**config.mk**
```make
export PLATFORM = sky130hd
export DESIGN_NAME = sba_arbiter
export DESIGN_NICKNAME = d
export VERILOG_FILES = /design/src/common/sba_pkg.sv /design/src/design/sba_arbiter.sv
export SDC_FILE = /design/constraint.sdc
export NUM_CORES = 1
export LEC_CHECK = 0
export BUFFER_PORTS_ARGS = -buffer_cell sky130_fd_sc_hd__buf_4
export CAP_MARGIN = 40
export CORE_MARGIN = 4
export CORE_UTILIZATION = 30
export DETAILED_ROUTE_END_ITERATION = 16
export MAX_ROUTING_LAYER = met4
export SLEW_MARGIN = 15
export SYNTH_ARGS = -nofsm -noshare
export SYNTH_HDL_FRONTEND = slang
export SYNTH_SLANG_ARGS = --single-unit
```
**constraint.sdc**
```tcl
create_clock -name MCLK -period 6.4 [get_ports MCLK]
set_input_delay 0.64 -clock MCLK [delete_from_list [all_inputs] [get_ports MCLK]]
set_output_delay 0.64 -clock MCLK [all_outputs]
set_load 0.02 [all_outputs]
```
**src/common/sba_pkg.sv**
```systemverilog
// Shared definitions for the two-master shared bus arbiter.
// Assumes one system clock; every request comes from logic on that clock.
package sba_pkg;

	// Address spaces carried with each request.
	localparam logic [1:0] SPACE_X = 2'h0;
	localparam logic [1:0] SPACE_Y = 2'h1;
	localparam logic [1:0] SPACE_P = 2'h2;

	// Arbitration method codes; code 3 behaves as round-robin.
	localparam logic [1:0] METHOD_M0_FIRST = 2'h0;
	localparam logic [1:0] METHOD_M1_FIRST = 2'h1;
	localparam logic [1:0] METHOD_ROUND_ROBIN = 2'h2;

	// Endpoint codes.
	localparam logic [1:0] EP_SHM = 2'h0;
	localparam logic [1:0] EP_PBUS = 2'h1;
	localparam logic [1:0] EP_EXT = 2'h2;

	// Address decode.
	localparam logic [23:0] SHM_LO = 24'h030000;
	localparam logic [23:0] SHM_HI = 24'h37FFFF;
	localparam logic [23:0] PBUS_LO = 24'hFFF000;
	localparam int BANK_LSB = 12;

	// Wait-state figures and reset values.
	localparam logic [3:0] SHM_P_WAIT = 4'h1;
	localparam logic [3:0] CNT_RST = 4'h0;
	localparam logic [11:0] BANK_RST = 12'h000;

	// One access request from a shared bus master.
	typedef struct packed {
		logic valid;
		logic write;
		logic rmw;
		logic dma;
		logic cont;
		logic [1:0] space;
		logic [23:0] addr;
		logic [3:0] pws;
	} sba_req_s;

	// Answer to one master.
	typedef struct packed {
		logic ack;
		logic stall;
	} sba_rsp_s;

	// Whole state of the arbiter.
	typedef struct packed {
		logic [2:0] rr_flag;
		logic [1:0] act;
		logic [1:0][3:0] cnt;
		logic [1:0][1:0] act_ep;
		logic [1:0][11:0] act_bank;
		logic [1:0] ack;
		logic [1:0] stall;
		logic [2:0] lock_v;
		logic [2:0] lock_m;
		logic [11:0] lock_bank;
		logic [2:0] hold_v;
		logic [2:0] hold_m;
		logic [2:0] tail;
		logic [3:0] pcnt;
		logic wr_last;
		logic pbusy;
	} sba_state_s;

endpackage

```
**src/design/sba_arbiter.sv**
```systemverilog
// Arbiter between two shared bus masters for shared memory banks, the
// shared peripheral bus and external memory.
// Assumes requests, wait-state figures and the method select come from
// logic on MCLK, and that a master holds its request until ACK.
//
// What this block does
// - Method select: master 0, master 1, round-robin.
// - Fixed method: priority master wins contention unless the other master holds a reservation.
// - Round-robin: master 0 first, then alternate.
// - Uncontended access resets alternation to master 0.
// - One turn-flag bit per endpoint (three in all) follows the round-robin table.
// - RMW reserves next access for same master.
// - DMA continuous run blocks other until one cycle after.
// - Shared memory ignores DMA continuous, keeps RMW locks.
// - Shared memory decoded at 0x030000 to 0x37FFFF.
// - Different banks run together with zero waits.
// - Same bank: loser waits, nothing lost.
// - Core P-space shared memory access adds one wait.
// - Peripheral write acks at once, bus stays busy.
// - Access after waited write stalls those waits.
// - Read right after write gets one wait.
// - Peripheral reads zero waits besides peripheral/arbitration.
// - Arbitrate only when both hit same endpoint.
// - Arbitration itself adds no cycles.
// - Data answers follow address grant order.
`timescale 1ns/1ns
`default_nettype none

module sba_arbiter
(
	// Clock and reset.
	input wire logic MCLK,
	input wire logic RST_N,
	// Method select from chip configuration.
	input wire logic [1:0] ARBITRATION_METHOD_SELECT,
	// Requests of both masters.
	input wire sba_pkg::sba_req_s M0_REQ,
	input wire sba_pkg::sba_req_s M1_REQ,
	// Answers to both masters.
	output sba_pkg::sba_rsp_s M0_RSP,
	output sba_pkg::sba_rsp_s M1_RSP,
	// Peripheral bus occupancy.
	output logic PBUS_BUSY
);

	// Endpoint decode, used for both masters.
	function automatic logic [1:0] to_ep(input logic [23:0] a);
		logic [1:0] e;
		e = sba_pkg::EP_EXT;
		if (a >= sba_pkg::SHM_LO && a <= sba_pkg::SHM_HI)
			e = sba_pkg::EP_SHM;
		else if (a >= sba_pkg::PBUS_LO)
			e = sba_pkg::EP_PBUS;
		return e;
	endfunction

	// Contention winner: returns 1 when master 1 wins.
	function automatic logic pick_m1(input logic [1:0] meth,
		input logic flag);
		logic w;
		w = 1'b0;
		if (meth == sba_pkg::METHOD_M0_FIRST)
			w = 1'b0;
		else if (meth == sba_pkg::METHOD_M1_FIRST)
			w = 1'b1;
		else
			w = flag;
		return w;
	endfunction

	sba_pkg::sba_state_s s_reg;
	sba_pkg::sba_state_s s_next;
	sba_pkg::sba_req_s req [2];
	logic [1:0] ep [2];
	logic [11:0] bank [2];
	logic [1:0] elig;
	logic [1:0] want;
	logic [1:0] take;
	logic contend;
	logic win1;
	logic [3:0] wait_n [2];
	logic rr_mode;

	// Decode of each request; a master in a waited access is not re-taken.
	always_comb
	begin
		req[0] = M0_REQ;
		req[1] = M1_REQ;
		for (int m = 0; m < 2; m++)
		begin
			ep[m] = to_ep(req[m].addr);
			bank[m] = req[m].addr[sba_pkg::BANK_LSB +: 12];
			elig[m] = req[m].valid & ~s_reg.act[m];
		end
	end

	// Blocking terms: reservations, busy banks and a busy peripheral bus.
	// A reserved endpoint never stalls its owner, only the other master.
	always_comb
	begin
		for (int m = 0; m < 2; m++)
		begin
			logic blk;
			logic o;
			logic [1:0] e;
			blk = 1'b0;
			o = (m == 0);
			e = ep[m];
			if (s_reg.lock_v[e] && s_reg.lock_m[e] != m[0] &&
				(e != sba_pkg::EP_SHM || s_reg.lock_bank == bank[m]))
				blk = 1'b1;
			if (e != sba_pkg::EP_SHM && (s_reg.hold_v[e] || s_reg.tail[e]) &&
				s_reg.hold_m[e] != m[0])
				blk = 1'b1;
			if (e == sba_pkg::EP_SHM && s_reg.act[o] &&
				s_reg.act_ep[o] == sba_pkg::EP_SHM &&
				s_reg.act_bank[o] == bank[m])
				blk = 1'b1;
			if (e == sba_pkg::EP_PBUS && s_reg.pcnt != sba_pkg::CNT_RST)
				blk = 1'b1;
			if (e == sba_pkg::EP_PBUS && s_reg.wr_last && !req[m].write)
				blk = 1'b1;
			want[m] = elig[m] & ~blk;
		end
	end

	// Contention exists only for the same endpoint, and for shared memory
	// only for the same bank; otherwise both go through in the same cycle.
	always_comb
	begin
		rr_mode = ARBITRATION_METHOD_SELECT[1];
		contend = want[0] & want[1] & (ep[0] == ep[1]) &
			(ep[0] != sba_pkg::EP_SHM || bank[0] == bank[1]);
		win1 = pick_m1(ARBITRATION_METHOD_SELECT, s_reg.rr_flag[ep[0]]);
		take[0] = want[0] & ~(contend & win1);
		take[1] = want[1] & ~(contend & ~win1);
		for (int m = 0; m < 2; m++)
		begin
			wait_n[m] = sba_pkg::CNT_RST;
			if (ep[m] == sba_pkg::EP_SHM && req[m].space == sba_pkg::SPACE_P &&
				!req[m].dma)
				wait_n[m] = sba_pkg::SHM_P_WAIT;
			else if (ep[m] == sba_pkg::EP_PBUS && !req[m].write)
				wait_n[m] = req[m].pws;
		end
	end

	// Next state.
	always_comb
	begin
		s_next = s_reg;
		s_next.ack = 2'h0;
		s_next.tail = 3'h0;
		s_next.wr_last = 1'b0;

		// Turn flags: toggled on a round-robin contention, cleared on any other access taken to that endpoint.
		for (int e = 0; e < 3; e++)
		begin
			if (contend && ep[0] == e[1:0] && rr_mode)
				s_next.rr_flag[e] = ~s_reg.rr_flag[e];
			else if ((take[0] && ep[0] == e[1:0]) ||
				(take[1] && ep[1] == e[1:0]))
				s_next.rr_flag[e] = 1'b0;
		end

		// Waited accesses count down; the answer comes in grant order
		// because each master has at most one access outstanding.
		for (int m = 0; m < 2; m++)
		begin
			if (s_reg.act[m])
			begin
				s_next.cnt[m] = s_reg.cnt[m] - 4'h1;
				if (s_reg.cnt[m] == 4'h1)
				begin
					s_next.act[m] = 1'b0;
					s_next.ack[m] = 1'b1;
				end
			end
		end

		// Release of a continuous-run hold once the holder stops; the
		// other master still waits through one tail cycle.
		for (int e = 1; e < 3; e++)
		begin
			logic h;
			h = s_reg.hold_m[e];
			if (s_reg.hold_v[e] && !s_reg.act[h] &&
				!(take[h] && ep[h] == e[1:0] && req[h].cont))
			begin
				s_next.hold_v[e] = 1'b0;
				s_next.tail[e] = 1'b1;
			end
		end

		// Peripheral bus occupancy counter.
		if (s_reg.pcnt != sba_pkg::CNT_RST)
			s_next.pcnt = s_reg.pcnt - 4'h1;

		// Effects of the accesses taken this cycle.
		for (int m = 0; m < 2; m++)
		begin
			if (take[m])
			begin
				if (wait_n[m] == sba_pkg::CNT_RST)
					s_next.ack[m] = 1'b1;
				else
				begin
					s_next.act[m] = 1'b1;
					s_next.cnt[m] = wait_n[m];
				end
				s_next.act_ep[m] = ep[m];
				s_next.act_bank[m] = bank[m];
				if (ep[m] == sba_pkg::EP_PBUS)
				begin
					s_next.pcnt = req[m].pws;
					s_next.wr_last = req[m].write;
				end
				if (s_reg.lock_v[ep[m]] && s_reg.lock_m[ep[m]] == m[0])
					s_next.lock_v[ep[m]] = 1'b0;
			end
		end
		for (int m = 0; m < 2; m++)
		begin
			if (take[m] && req[m].rmw)
			begin
				s_next.lock_v[ep[m]] = 1'b1;
				s_next.lock_m[ep[m]] = m[0];
				s_next.lock_bank = bank[m];
			end
			if (take[m] && req[m].dma && req[m].cont &&
				ep[m] != sba_pkg::EP_SHM)
			begin
				s_next.hold_v[ep[m]] = 1'b1;
				s_next.hold_m[ep[m]] = m[0];
				s_next.tail[ep[m]] = 1'b0;
			end
			s_next.stall[m] = elig[m] & ~take[m];
		end
		s_next.pbusy = (s_next.pcnt != sba_pkg::CNT_RST) |
			(s_next.act[0] & (s_next.act_ep[0] == sba_pkg::EP_PBUS)) |
			(s_next.act[1] & (s_next.act_ep[1] == sba_pkg::EP_PBUS));
	end

	// State register; reset clears flags, reservations and counters.
	always_ff @(posedge MCLK or negedge RST_N)
	begin
		if (!RST_N)
		begin
			s_reg.rr_flag <= 3'h0;
			s_reg.act <= 2'h0;
			s_reg.cnt <= {sba_pkg::CNT_RST, sba_pkg::CNT_RST};
			s_reg.act_ep <= {sba_pkg::EP_SHM, sba_pkg::EP_SHM};
			s_reg.act_bank <= {sba_pkg::BANK_RST, sba_pkg::BANK_RST};
			s_reg.ack <= 2'h0;
			s_reg.stall <= 2'h0;
			s_reg.lock_v <= 3'h0;
			s_reg.lock_m <= 3'h0;
			s_reg.lock_bank <= sba_pkg::BANK_RST;
			s_reg.hold_v <= 3'h0;
			s_reg.hold_m <= 3'h0;
			s_reg.tail <= 3'h0;
			s_reg.pcnt <= sba_pkg::CNT_RST;
			s_reg.wr_last <= 1'b0;
			s_reg.pbusy <= 1'b0;
		end
		else
			s_reg <= s_next;
	end

	// Outputs straight from the state register.
	assign M0_RSP.ack = s_reg.ack[0];
	assign M0_RSP.stall = s_reg.stall[0];
	assign M1_RSP.ack = s_reg.ack[1];
	assign M1_RSP.stall = s_reg.stall[1];
	assign PBUS_BUSY = s_reg.pbusy;

endmodule // sba_arbiter

`default_nettype wire

```
==> impl_metrics.tcl <==
set metrics [dict create \
    cp-endpoint "s_reg[16]" \
    dr.first_iter.drc_count 357 \
    regToRegSetupSlack_ns 2.85 \
    vdd_ir_drop_max_v 0.000246 \
    die-area_mm2 0.0182 \
    synth_flop_cell "dfrtp_1" \
    r2r_cells 11 \
    synth_cell_types 73 \
    final_nets 604 \
    seq_area_frac_synth 0.388 \
    max_freq_mhz 267 \
    vias_per_cell 5.13 \
    max_stage_delay_ns 0.75 \
    port_buffers 54 \
    routed-via-count 3824 \
    slew_headroom 0.519 \
    worstPathCellList "buf_4, nand3_1, or4_1, mux2_1, mux2i_1, a211oi_2, buf_4, a21oi_4, buf_16, nand2_1, nor2_1, a21oi_1" \
    final_area_mm2 0.00563 \
    cap_violations 0 \
    worst_slew_pin_slew_ns 0.719 \
    grt_pass1_wl_mm 21.2 \
    rsz0062_at_grt "no" \
    async_reset_ff_frac 1.00 \
    setup_viol 0 \
    antenna_found_initial 0 \
    antenna_left 0 \
    drt_pre_antenna_iters 5 \
    mostFrequentLayoutCell "dfrtp_1" \
    place_area_mm2 0.00532 \
    cts_root_buffer "clkbuf_16" \
    synth_cells 500 \
    path_clk_slew_ns 0.06 \
    critical_path_depth 12 \
    synth_nets 579 \
    worstHoldPathType "primary input to async pin" \
    hold_viol 0 \
    synth_seq_cells 75 \
    cts-resized-gates 0 \
    grt_pass1_vias 4013 \
    slowest_stage "or4_1" \
    fin_skew_ns 0.00583 \
    grt_usage 0.152 \
    start_util 0.306 \
    critical_path.most_common_cell "buf_4" \
    crit_family "simple AND/OR/NAND/NOR gates" \
    clkSinkCount 75 \
    cts_tree "yes" \
    wl_per_cell_um 17.6 \
    syn_area_mm2 0.00484 \
    clkLatencyLatePin_ns 0.33 \
    mostFrequentLayoutCells "75 x dfrtp_1, 59 x nand2_1, 57 x buf_4, 48 x xnor2_1, 24 x nor2_1" \
    rows 46 \
    core_mm2 0.0158 \
    pwr_density_cell_mw_per_mm2 398 \
    cts_inserted_buffers 9 \
    worstSetupPathType "primary input to flop" \
    cts_setup_buffers 0 \
    layout-drive-gt1-share 0.202 \
    endpoint_kind "flop" \
    die_w_um 135 \
    fin_crit_ns 3.74 \
    syn_avg_cell_area_um2 9.67 \
    finalPower_mw 2.24 \
    place_congestion 0.892 \
    cp.arrival_ns 3.92 \
    r2r_start "s_reg[2]" \
    r2r_end "s_reg[16]" \
    largest_reg_flops 70 \
    drc 0 \
    start_kind "primary input" \
    die_h_um 135 \
    ys.warnings.count 0 \
    ioPinCount 79 \
    syn2layout_area_growth_pct 16.4 \
    cts-hold-fix-buffers 0 \
    wl_mm 13.1 \
    n_antenna_cell 0 \
    grt_max_degree 56 \
    finalCritPeriodShare 0.585 \
    synth_edf_count 0 \
    cts_max_level 3 \
    ctsLongestPathBuffers 2 \
    final.setup.tns_ns 0 \
    dp_hpwl_mm 9.61 \
    cp_max_fo 24 \
    grt_overflow 0 \
    critPathBufInv 3 \
    status "completed" \
    cp.required_ns 6.58 \
    crit_start "M0_REQ[24]" \
    slew_viol_final 0 \
    p_leak_nw 2.39 \
]
==> where the power goes <==
group	switching, mW	internal (mW)
sequential	0.165	0.671
clock	0.193	0.320
combinational	0.451	0.438
==> logic make-up after synthesis <==
kind of cell / synth area share
XOR/XNOR: 0.121
AND/OR/NAND/NOR: 0.165
buffers and inverters: 0.0704
flip-flops: 0.388
adder cells (fa/ha/maj): 0.0129
AO/OA/AOI/OAI: 0.167
multiplexers: 0.0748
==> final cells by class <==
class	instances	area, um^2
fill	1602	10200
timing repair buffer	59	483
clock inverter	4	50.0
tap	216	270
clock buffer	11	253
multi-input combinational	361	2630
sequential	75	1880
inverter	19	71.3
==> metal layers <==
layer / routed length [um] / share of wire / global-route usage
met2: 6320 / 0.48 / 0.251
met3: 733 / 0.056 / 0.0279
met4: 161 / 0.012 / 0.0336
met5: 0 / 0 / -
met1: 5880 / 0.45 / 0.197
==> Yosys cell counts, drive strengths merged (5+ instances only) <==
cell / number / area share
a32o: 6 / 0.012
nand3: 13 / 0.013
nor3: 6 / 0.0062
nand2: 61 / 0.052
nor4: 7 / 0.013
buf: 35 / 0.048
mux2i: 20 / 0.041
ha: 5 / 0.013
o21ai: 22 / 0.025
mux2: 14 / 0.033
nand4: 15 / 0.019
inv: 19 / 0.015
clkbuf: 10 / 0.0078
o211ai: 9 / 0.017
nor2: 25 / 0.021
xnor2: 48 / 0.087
a21oi: 21 / 0.026
xor2: 19 / 0.034
dfrtp: 75 / 0.39
==> worst min path at each step <==
stage / slack [ns] / end / startpoint
after floorplan: 0.34 / M0_RSP[0] / RST_N
after global placement: 0.48 / s_reg[77] / s_reg[77]
after detailed placement: 0.48 / s_reg[39] / s_reg[39]
after CTS: 0.20 / s_reg[15] / RST_N
after global routing: 0.20 / s_reg[15] / RST_N
final: 0.19 / s_reg[15] / RST_N
==> through the flow <==
step | worst slack [ns] | instances | util | hold WS [ns]
floorplan | 3.18 | 500 | - | 0.344
global placement | 2.05 | 727 | 0.333 | 0.480
detailed placement | 2.03 | 729 | 0.336 | 0.484
CTS | 2.36 | 744 | 0.355 | 0.196
global route | 2.40 | 745 | 0.356 | 0.199
finish | 2.66 | 745 | 0.356 | 0.195
(Power assumes the default switching activity.)
